[config.mk]
export PLATFORM = sky130hd
export DESIGN_NAME = decrement_skip_execution
export DESIGN_NICKNAME = d
export VERILOG_FILES = /design/src/pkg/dskip_pkg.sv /design/src/decrement_skip_execution.sv
export SDC_FILE = /design/constraint.sdc
export NUM_CORES = 1
export LEC_CHECK = 0
export BUFFER_PORTS_ARGS = -buffer_cell sky130_fd_sc_hd__buf_2
export CAP_MARGIN = 40
export CORE_ASPECT_RATIO = 1.2
export CORE_MARGIN = 4
export CORE_UTILIZATION = 49
export CTS_CLUSTER_SIZE = 10
export DETAILED_ROUTE_END_ITERATION = 10
export HOLD_SLACK_MARGIN = 0.15
export PLACE_DENSITY = 0.82
export SETUP_SLACK_MARGIN = 0.05
export SYNTH_ARGS = -nofsm -noshare
export SYNTH_HDL_FRONTEND = slang
export SYNTH_SLANG_ARGS = --single-unit
[constraint.sdc]
create_clock -name core_clk -period 2.3 [get_ports core_clk]
set_input_delay 0.575 -clock core_clk [delete_from_list [all_inputs] [get_ports core_clk]]
set_output_delay 0.575 -clock core_clk [all_outputs]
set_load 0.05 [all_outputs]
[src/pkg/dskip_pkg.sv]
// package: constants, register map and carrier types of the decrement-and-skip unit
package dskip_pkg;

  // ****************************************************************
  // register map, byte addresses on the axi4-lite port
  // ****************************************************************
  localparam logic [4:0] REG_CTRL = 5'h00;
  localparam logic [4:0] REG_BANK = 5'h04;
  localparam logic [4:0] REG_WREG = 5'h08;
  localparam logic [4:0] REG_INDEX = 5'h0c;
  localparam logic [4:0] REG_STATUS = 5'h10;

  // field positions
  localparam int CTRL_EXT_BIT = 0;
  localparam int STATUS_SKIP_BIT = 8;
  localparam int STATUS_CYC_LSB = 9;
  localparam int STATUS_FOREIGN_BIT = 12;

  // reset values
  localparam logic CTRL_RESET = 1'b0;
  localparam logic [3:0] BANK_RESET = 4'h0;
  localparam logic [7:0] WREG_RESET = 8'h00;
  localparam logic [11:0] INDEX_RESET = 12'h000;

  // ****************************************************************
  // instruction encoding and addressing
  // ****************************************************************
  localparam logic [5:0] OP_SKIP_ZERO = 6'h0b;
  localparam logic [5:0] OP_SKIP_NONZERO = 6'h13;
  localparam logic [7:0] ACCESS_SPLIT = 8'h5f;
  localparam logic [3:0] ACCESS_LOW_BANK = 4'h0;
  localparam logic [3:0] ACCESS_HIGH_BANK = 4'hf;

  // instruction cycles spent per outcome
  localparam logic [1:0] CYC_PLAIN = 2'h1;
  localparam logic [1:0] CYC_SKIP = 2'h2;
  localparam logic [1:0] CYC_SKIP_LONG = 2'h3;

  // axi responses
  localparam logic [1:0] RESP_OKAY = 2'h0;
  localparam logic [1:0] RESP_SLVERR = 2'h2;

  // ****************************************************************
  // carrier types
  // ****************************************************************
  typedef enum logic [1:0] {ST_IDLE, ST_EXEC, ST_SKIP, ST_SKIP2} exec_state_e;

  typedef struct packed {
    logic nonzero_kind;
    logic dest;
    logic access;
    logic [7:0] f;
  } decoded_s;

endpackage

[src/decrement_skip_execution.sv]
// decrement-and-skip execution unit with axi4-lite control registers
// Behaviour
// - read the addressed data register and subtract one to form the result
// - destination bit zero puts the result in the working accumulator only
// - destination bit one writes the result back to the data register
// - skip-if-zero variant skips only when the result is zero
// - skip-if-nonzero variant skips only when the result is not zero
// - a skip drops the prefetched word and runs a no_operation, two cycles
// - skipping a two-word instruction costs three instruction cycles in total
// - bank-access bit zero addresses the access bank, not the selected bank
// - extended set, access bit zero and f up to 95 use indexed offset
// - each instruction is one word; a non-skipping run takes one cycle
module decrement_skip_execution
  import dskip_pkg::*;
(
  // clock and reset
  input wire logic core_clk,
  input wire logic rst_b,
  // instruction stream
  input wire logic instr_valid,
  input wire logic [15:0] instr_word,
  input wire logic next_two_word,
  output logic instr_ready_q,
  output logic discard_q,
  output logic nop_q,
  output logic done_q,
  // data memory
  output logic [11:0] mem_addr_q,
  input wire logic [7:0] mem_rdata,
  output logic mem_we_q,
  output logic [7:0] mem_wdata_q,
  // axi4-lite slave
  input wire logic [31:0] s_axi_awaddr,
  input wire logic s_axi_awvalid,
  output logic s_axi_awready,
  input wire logic [31:0] s_axi_wdata,
  input wire logic [3:0] s_axi_wstrb,
  input wire logic s_axi_wvalid,
  output logic s_axi_wready,
  output logic [1:0] s_axi_bresp,
  output logic s_axi_bvalid,
  input wire logic s_axi_bready,
  input wire logic [31:0] s_axi_araddr,
  input wire logic s_axi_arvalid,
  output logic s_axi_arready,
  output logic [31:0] s_axi_rdata,
  output logic [1:0] s_axi_rresp,
  output logic s_axi_rvalid,
  input wire logic s_axi_rready
);

  // ****************************************************************
  // functions
  // ****************************************************************
  // operand address: access bank, selected bank or indexed offset
  function automatic logic [11:0] resolve_addr(input decoded_s dec, input logic [3:0] bank,
                                               input logic ext, input logic [11:0] base);
    logic [11:0] a;
    a = {bank, dec.f};
    if (!dec.access) begin
      if (ext && dec.f <= ACCESS_SPLIT) begin
        a = base + {4'h0, dec.f};
      end else if (dec.f <= ACCESS_SPLIT) begin
        a = {ACCESS_LOW_BANK, dec.f};
      end else begin
        a = {ACCESS_HIGH_BANK, dec.f};
      end
    end
    return a;
  endfunction

  // merge a bus write into an old word lane by lane
  function automatic logic [31:0] merge(input logic [31:0] old, input logic [31:0] wd,
                                        input logic [3:0] strb);
    logic [31:0] r;
    r = old;
    for (int i = 0; i < 4; i++) begin
      if (strb[i]) begin
        r[i*8 +: 8] = wd[i*8 +: 8];
      end
    end
    return r;
  endfunction

  function automatic logic mapped(input logic [4:0] a);
    return a == REG_CTRL || a == REG_BANK || a == REG_WREG || a == REG_INDEX ||
           a == REG_STATUS;
  endfunction

  // ****************************************************************
  // state
  // ****************************************************************
  logic aw_held_q, aw_held_d, w_held_q, w_held_d;
  logic [4:0] aw_addr_q, aw_addr_d;
  logic [31:0] w_data_q, w_data_d;
  logic [3:0] w_strb_q, w_strb_d;
  logic bvalid_d, rvalid_d;
  logic [1:0] bresp_d, rresp_d;
  logic [31:0] rdata_d;
  logic ext_q, ext_d;
  logic [3:0] bank_q, bank_d;
  logic [7:0] w_q, w_d;
  logic [11:0] index_q, index_d;
  logic [7:0] result_q, result_d;
  logic skipped_q, skipped_d;
  logic [1:0] cycles_q, cycles_d;
  logic foreign_q, foreign_d;
  exec_state_e state_q, state_d;
  decoded_s dec_q, dec_d;
  logic two_word_q, two_word_d;
  logic ready_d, discard_d, nop_d, done_d, mem_we_d;
  logic [11:0] mem_addr_d;
  logic [7:0] mem_wdata_d;
  logic wr_fire, rd_fire, accept, foreign;
  logic [5:0] opcode;
  logic [7:0] dec_result;
  logic take_skip;
  logic [31:0] status_word;

  assign wr_fire = aw_held_q && w_held_q && !s_axi_bvalid;
  assign rd_fire = s_axi_arvalid && s_axi_arready;
  assign opcode = instr_word[15:10];
  // only the two prefixes are taken; anything else is refused and noted
  assign foreign = opcode != OP_SKIP_ZERO && opcode != OP_SKIP_NONZERO;
  assign accept = state_q == ST_IDLE && instr_valid && instr_ready_q && !foreign;
  assign dec_result = mem_rdata - 8'h01;
  assign take_skip = dec_q.nonzero_kind ? (dec_result != 8'h00)
                                        : (dec_result == 8'h00);
  assign status_word = {19'h0, foreign_q, 1'b0, cycles_q, skipped_q, result_q};

  // ****************************************************************
  // axi4-lite handshake
  // ****************************************************************
  // address and data are caught separately, so either may come first
  always_comb begin
    aw_held_d = aw_held_q;
    aw_addr_d = aw_addr_q;
    w_held_d = w_held_q;
    w_data_d = w_data_q;
    w_strb_d = w_strb_q;
    bvalid_d = s_axi_bvalid;
    bresp_d = s_axi_bresp;
    rvalid_d = s_axi_rvalid;
    rresp_d = s_axi_rresp;
    rdata_d = s_axi_rdata;
    if (s_axi_awvalid && s_axi_awready) begin
      aw_held_d = 1'b1;
      aw_addr_d = s_axi_awaddr[4:0];
    end
    if (s_axi_wvalid && s_axi_wready) begin
      w_held_d = 1'b1;
      w_data_d = s_axi_wdata;
      w_strb_d = s_axi_wstrb;
    end
    if (wr_fire) begin
      aw_held_d = 1'b0;
      w_held_d = 1'b0;
      bvalid_d = 1'b1;
      bresp_d = mapped(aw_addr_q) ? RESP_OKAY : RESP_SLVERR;
    end else if (s_axi_bvalid && s_axi_bready) begin
      bvalid_d = 1'b0;
    end
    if (rd_fire) begin
      rvalid_d = 1'b1;
      rresp_d = mapped(s_axi_araddr[4:0]) ? RESP_OKAY : RESP_SLVERR;
      case (s_axi_araddr[4:0])
        REG_CTRL: rdata_d = {31'h0, ext_q};
        REG_BANK: rdata_d = {28'h0, bank_q};
        REG_WREG: rdata_d = {24'h0, w_q};
        REG_INDEX: rdata_d = {20'h0, index_q};
        REG_STATUS: rdata_d = status_word;
        default: rdata_d = 32'h0;
      endcase
    end else if (s_axi_rvalid && s_axi_rready) begin
      rvalid_d = 1'b0;
    end
  end

  // ready flops are refreshed every edge from the held flags and the pending bvalid/rvalid responses
  always_ff @(posedge core_clk or negedge rst_b) begin
    if (!rst_b) begin
      aw_held_q <= 1'b0;
      aw_addr_q <= 5'h0;
      w_held_q <= 1'b0;
      w_data_q <= 32'h0;
      w_strb_q <= 4'h0;
      s_axi_awready <= 1'b0;
      s_axi_wready <= 1'b0;
      s_axi_bvalid <= 1'b0;
      s_axi_bresp <= RESP_OKAY;
      s_axi_arready <= 1'b0;
      s_axi_rvalid <= 1'b0;
      s_axi_rresp <= RESP_OKAY;
      s_axi_rdata <= 32'h0;
    end else begin
      aw_held_q <= aw_held_d;
      aw_addr_q <= aw_addr_d;
      w_held_q <= w_held_d;
      w_data_q <= w_data_d;
      w_strb_q <= w_strb_d;
      s_axi_awready <= !aw_held_d && !bvalid_d;
      s_axi_wready <= !w_held_d && !bvalid_d;
      s_axi_bvalid <= bvalid_d;
      s_axi_bresp <= bresp_d;
      s_axi_arready <= !rvalid_d;
      s_axi_rvalid <= rvalid_d;
      s_axi_rresp <= rresp_d;
      s_axi_rdata <= rdata_d;
    end
  end

  // ****************************************************************
  // registers and execution
  // ****************************************************************
  // a result for the accumulator wins over a bus write in the same cycle
  always_comb begin
    logic [31:0] m;
    m = 32'h0;
    ext_d = ext_q;
    bank_d = bank_q;
    w_d = w_q;
    index_d = index_q;
    result_d = result_q;
    skipped_d = skipped_q;
    cycles_d = cycles_q;
    foreign_d = foreign_q;
    state_d = state_q;
    dec_d = dec_q;
    two_word_d = two_word_q;
    discard_d = 1'b0;
    done_d = 1'b0;
    mem_we_d = 1'b0;
    mem_addr_d = mem_addr_q;
    mem_wdata_d = mem_wdata_q;
    if (wr_fire) begin
      case (aw_addr_q)
        REG_CTRL: begin
          m = merge({31'h0, ext_q}, w_data_q, w_strb_q);
          ext_d = m[CTRL_EXT_BIT];
        end
        REG_BANK: begin
          m = merge({28'h0, bank_q}, w_data_q, w_strb_q);
          bank_d = m[3:0];
        end
        REG_WREG: begin
          m = merge({24'h0, w_q}, w_data_q, w_strb_q);
          w_d = m[7:0];
        end
        REG_INDEX: begin
          m = merge({20'h0, index_q}, w_data_q, w_strb_q);
          index_d = m[11:0];
        end
        REG_STATUS: begin
          // write one to clear the refused-opcode flag
          if (w_strb_q[1] && w_data_q[STATUS_FOREIGN_BIT]) begin
            foreign_d = 1'b0;
          end
        end
        default: m = 32'h0;
      endcase
    end
    // a refused opcode in the clearing cycle still leaves the flag set
    if (state_q == ST_IDLE && instr_valid && instr_ready_q && foreign) begin
      foreign_d = 1'b1;
    end
    case (state_q)
      ST_IDLE: begin
        if (accept) begin
          dec_d = '{nonzero_kind: opcode == OP_SKIP_NONZERO, dest: instr_word[9],
                    access: instr_word[8], f: instr_word[7:0]};
          mem_addr_d = resolve_addr(dec_d, bank_q, ext_q, index_q);
          state_d = ST_EXEC;
        end
      end
      ST_EXEC: begin
        result_d = dec_result;
        two_word_d = next_two_word;
        skipped_d = take_skip;
        if (dec_q.dest) begin
          mem_we_d = 1'b1;
          mem_wdata_d = dec_result;
        end else begin
          w_d = dec_result;
        end
        if (take_skip) begin
          discard_d = 1'b1;
          state_d = ST_SKIP;
        end else begin
          cycles_d = CYC_PLAIN;
          done_d = 1'b1;
          state_d = ST_IDLE;
        end
      end
      ST_SKIP: begin
        if (two_word_q) begin
          state_d = ST_SKIP2;
        end else begin
          cycles_d = CYC_SKIP;
          done_d = 1'b1;
          state_d = ST_IDLE;
        end
      end
      ST_SKIP2: begin
        cycles_d = CYC_SKIP_LONG;
        done_d = 1'b1;
        state_d = ST_IDLE;
      end
      default: state_d = ST_IDLE;
    endcase
    nop_d = state_d == ST_SKIP || state_d == ST_SKIP2;
    ready_d = state_d == ST_IDLE;
  end

  // register stage of the execution group
  always_ff @(posedge core_clk or negedge rst_b) begin
    if (!rst_b) begin
      ext_q <= CTRL_RESET;
      bank_q <= BANK_RESET;
      w_q <= WREG_RESET;
      index_q <= INDEX_RESET;
      result_q <= 8'h00;
      skipped_q <= 1'b0;
      cycles_q <= 2'h0;
      foreign_q <= 1'b0;
      state_q <= ST_IDLE;
      dec_q <= '0;
      two_word_q <= 1'b0;
      instr_ready_q <= 1'b0;
      discard_q <= 1'b0;
      nop_q <= 1'b0;
      done_q <= 1'b0;
      mem_addr_q <= 12'h000;
      mem_we_q <= 1'b0;
      mem_wdata_q <= 8'h00;
    end else begin
      ext_q <= ext_d;
      bank_q <= bank_d;
      w_q <= w_d;
      index_q <= index_d;
      result_q <= result_d;
      skipped_q <= skipped_d;
      cycles_q <= cycles_d;
      foreign_q <= foreign_d;
      state_q <= state_d;
      dec_q <= dec_d;
      two_word_q <= two_word_d;
      instr_ready_q <= ready_d;
      discard_q <= discard_d;
      nop_q <= nop_d;
      done_q <= done_d;
      mem_addr_q <= mem_addr_d;
      mem_we_q <= mem_we_d;
      mem_wdata_q <= mem_wdata_d;
    end
  end

  // ****************************************************************
  // assertions
  // ****************************************************************
  a_write_back: assert property (@(posedge core_clk) disable iff (!rst_b)
    state_q == ST_EXEC && dec_q.dest |=> mem_we_q && mem_wdata_q == $past(mem_rdata) - 8'h01)
    else $error("write-back of decremented value missing");

  a_accum_dest: assert property (@(posedge core_clk) disable iff (!rst_b)
    state_q == ST_EXEC && !dec_q.dest |=> !mem_we_q && w_q == $past(dec_result))
    else $error("accumulator destination wrong");

  a_skip_zero: assert property (@(posedge core_clk) disable iff (!rst_b)
    state_q == ST_EXEC && !dec_q.nonzero_kind |=> discard_q == ($past(mem_rdata) == 8'h01))
    else $error("skip-if-zero decision wrong");

  a_skip_nonzero: assert property (@(posedge core_clk) disable iff (!rst_b)
    state_q == ST_EXEC && dec_q.nonzero_kind |=> discard_q == ($past(mem_rdata) != 8'h01))
    else $error("skip-if-nonzero decision wrong");

  a_plain_one: assert property (@(posedge core_clk) disable iff (!rst_b)
    accept ##1 !take_skip |=> done_q && instr_ready_q && cycles_q == CYC_PLAIN)
    else $error("plain run not one cycle");

  a_skip_two: assert property (@(posedge core_clk) disable iff (!rst_b)
    discard_q && !two_word_q |-> nop_q ##1 done_q && !nop_q && cycles_q == CYC_SKIP)
    else $error("short skip not two cycles");

  a_skip_three: assert property (@(posedge core_clk) disable iff (!rst_b)
    discard_q && two_word_q |-> nop_q ##1 nop_q ##1 done_q && cycles_q == CYC_SKIP_LONG)
    else $error("long skip not three cycles");

  a_access_bank: assert property (@(posedge core_clk) disable iff (!rst_b)
    accept && !instr_word[8] && !ext_q |=> mem_addr_q == ($past(instr_word[7:0]) <= ACCESS_SPLIT
      ? {ACCESS_LOW_BANK, $past(instr_word[7:0])} : {ACCESS_HIGH_BANK, $past(instr_word[7:0])}))
    else $error("access bank address wrong");

  a_indexed_mode: assert property (@(posedge core_clk) disable iff (!rst_b)
    accept && !instr_word[8] && ext_q && instr_word[7:0] <= ACCESS_SPLIT
      |=> mem_addr_q == $past(index_q) + {4'h0, $past(instr_word[7:0])})
    else $error("indexed offset address wrong");

  a_bank_select: assert property (@(posedge core_clk) disable iff (!rst_b)
    accept && instr_word[8] |=> mem_addr_q == {$past(bank_q), $past(instr_word[7:0])})
    else $error("bank select address wrong");

  a_foreign_refused: assert property (@(posedge core_clk) disable iff (!rst_b)
    state_q == ST_IDLE && instr_valid && instr_ready_q && foreign
      |=> state_q == ST_IDLE && foreign_q)
    else $error("foreign opcode was taken");

endmodule

==> results.py <==
metrics = {
    "status": {
        "status": "finished, final reports clean",
    },
    "drt": {
        "vias": 4086,
        "routed_via_density": 5.552,
        "wl_met1_um": 5250,
        "ant_nets": 0,
        "wl_per_cell_um": 17.69,
        "drt-initial-drc-count": 250,
        "drc_errors": 0,
        "wl_um": 13020,
        "dr_wl_met3_um": 690,
        "dr.pass1.iters": 6,
        "wl_met2_um": 6615,
        "highest_layer": "met4",
    },
    "cts": {
        "numCtsBuffers": 9,
        "cts-root-buf": "clkbuf_16",
        "hold_buffers": 0,
        "clkTransAtPathRegs_ps": 70,
        "cts_sinks": 109,
        "htreeDepth": 3,
        "cts_tree": "done",
        "clk_latency_ps": 350,
        "cts_buffer_depth": 2,
    },
    "finish": {
        "area_growth_pct": 19.97,
        "final_cell_mix": "dfrtp_1, buf_2, nand2_1, o21ai_1, mux2_1",
        "fin_util": 0.5983,
        "layout-drive-gt1-share": 0.2751,
        "layout_commonest_cell": "dfrtp_1",
        "antennaDiodeCount": 0,
        "fillCellCount": 879,
        "nNetsFinal": 746,
    },
    "sta": {
        "setup_viol": 0,
        "clock_skew_ps": 5.194,
        "finalMaxSlewViolations": 0,
        "rsz0062_at_grt": "no",
        "fin_crit_ps": 2082,
        "fmax_mhz": 480.4,
        "tightest_slew_ps": 909.1,
        "hold_ws_ps": 282.7,
        "max_slew_margin": 0.3898,
        "hold_violations": 0,
        "finalCritPeriodShare": 0.9051,
    },
    "place": {
        "io_buffers": 102,
        "hpwl_um": 9800,
        "place_congestion": 0.8926,
    },
    "die": {
        "die_x_um": 102.4,
        "io_pins": 199,
        "row_count": 41,
        "core_area_um2": 10520,
        "fp.dieH_um": 121.3,
        "die_area_um2": 12430,
        "start_util": 0.4988,
    },
    "yosys": {
        "ys_ff_latch": 109,
        "netlist_instances": 484,
        "yosys_warnings": 0,
        "synth_flop_cell": "dfrtp_1",
        "ys_top_cells_by_area": "dfrtp_1, mux2_1, nand2_1",
        "synth.avg_cell_area_um2": 10.84,
        "synth_top_area_share": 0.5200,
        "async_reset_ff_frac": 1.000,
        "yosysTopAreaCell": "dfrtp_1",
        "ys_types": 56,
        "syn_area_um2": 5245,
        "ys_seq_area_frac": 0.5200,
        "synth_edf_count": 0,
    },
    "grt": {
        "grt_max_degree": 110,
        "antenna_found_initial": 0,
        "grt_overflow": 0,
        "grt_pass1_vias": 4200,
        "grt_first_pass_wirelength_um": 20850,
        "groute.usage.overall": 0.2187,
    },
    "worst_hold_path": {
        "hp-class": "in -> async",
    },
    "critical_path": {
        "cp_data_required_time_ps": 2530,
        "r2r_cells": 9,
        "cp-start-kind": "flop",
        "endpoint_kind": "flop",
        "cp_max_fo": 4,
        "arrival_ps": 2310,
        "crit_type": "reg -> reg",
    },
    "pwr": {
        "p_per_area_nw_per_um2": 1079,
        "ir_drop_uv": 523.5,
        "leakage_uw": 0.003040,
    },
    "flow_run": {
        "drv_cap": 0,
    },
}
## Yosys cell counts, drive strengths merged (8+ instances only)
library cell / n
clkbuf: 13
nand2: 65
buf: 24
dfrtp: 109
mux2i: 18
a222oi: 8
nor3: 9
mux2: 38
xnor2: 10
o21ai: 55
nor2: 21
a21oi: 17
inv: 12
nor2b: 8
ha: 10
## what timing repair did
item | CTS | global route
resized for setup | 0 | 2
setup endpoints to repair | 0 | 3
endpoints found under the hold margin | 0 | 0
buffers inserted | 0 | 2
## power by group
part           switching (µW)  total (µW)  internal (µW)
Combinational            1270        2060            795
Sequential                515        3010           2490
Clock                     719        1710            996
## stage by stage
| stage | instances | setup slack (ps) | setup TNS, ps | total power [µW] | area [µm²] |
|---|---|---|---|---|---|
| floorplan | 504 | 131.0 | 0 | 4379 | 5320 |
| global placement | 718 | -98.05 | -133.5 | 4918 | 5936 |
| detailed placement | 718 | -194.7 | -614.4 | 5056 | 5936 |
| CTS | 734 | 54.94 | 0 | 6774 | 6269 |
| global route | 736 | 60.98 | 0 | 7128 | 6292 |
| finish | 736 | 218.2 | 0 | 6787 | 6292 |
## area by class of cell
type	count	area [µm²]	area share
clock buffers	10	239.0	0.03798
clock inverters	6	93.84	0.01491
inverters	12	45.04	0.007158
multi-input cells	346	2335	0.3710
flip-flops and latches	109	2728	0.4335
well taps	129	161.4	0.02565
repair buffers	124	690.7	0.1098
## flip-flops by register name, summed over array words and instances (netlist names), 4 cells and up
register / cells
s_axi_rdata: 13
result_q: 8
aw_addr_q: 5
index_q: 12
mem_addr_q: 12
bank_q: 4
mem_wdata_q: 8
w_data_q: 13
w_q: 8
## worst paths after layout
kind                            startpoint              end  slack [ps]
hold / removal                       rst_b            nop_q         280
hold reg to reg            s_axi_rdata[10]  s_axi_rdata[10]         480
max in group asynchronous            rst_b           w_q[7]        1570
setup reg to reg                index_q[0]    mem_addr_q[6]         220
min in group core_clk       instr_word[15]        dec_q[10]         430
setup / recovery                index_q[0]    mem_addr_q[6]         220
## cells by family after synthesis
family	synth area share
mux	0.1159
compound gates	0.1283
other cells	0.0007150
fa+ha+maj	0.02767
simple gates	0.1271
flops	0.5200
buf+inv	0.05081
xor+xnor	0.02934
## metal layers
metal / up-vias / GRT usage
li1: 1913 / -
met1: 1985 / 0.2739
met2: 153 / 0.3651
met3: 35 / 0.03278
met4: 0 / 0.1066
met5: - / 0
## worst max-delay path: stages (launching register included)
cell and delay, ps:
dfrtp_1 370, ha_1 180, inv_1 60, fa_1 380
nor2b_1 170, o21a_1 180, o21ai_2 110, a21oi_1 190
mux2i_1 220, o211ai_1 100
Note: power is estimated with default switching activity, not from simulation.
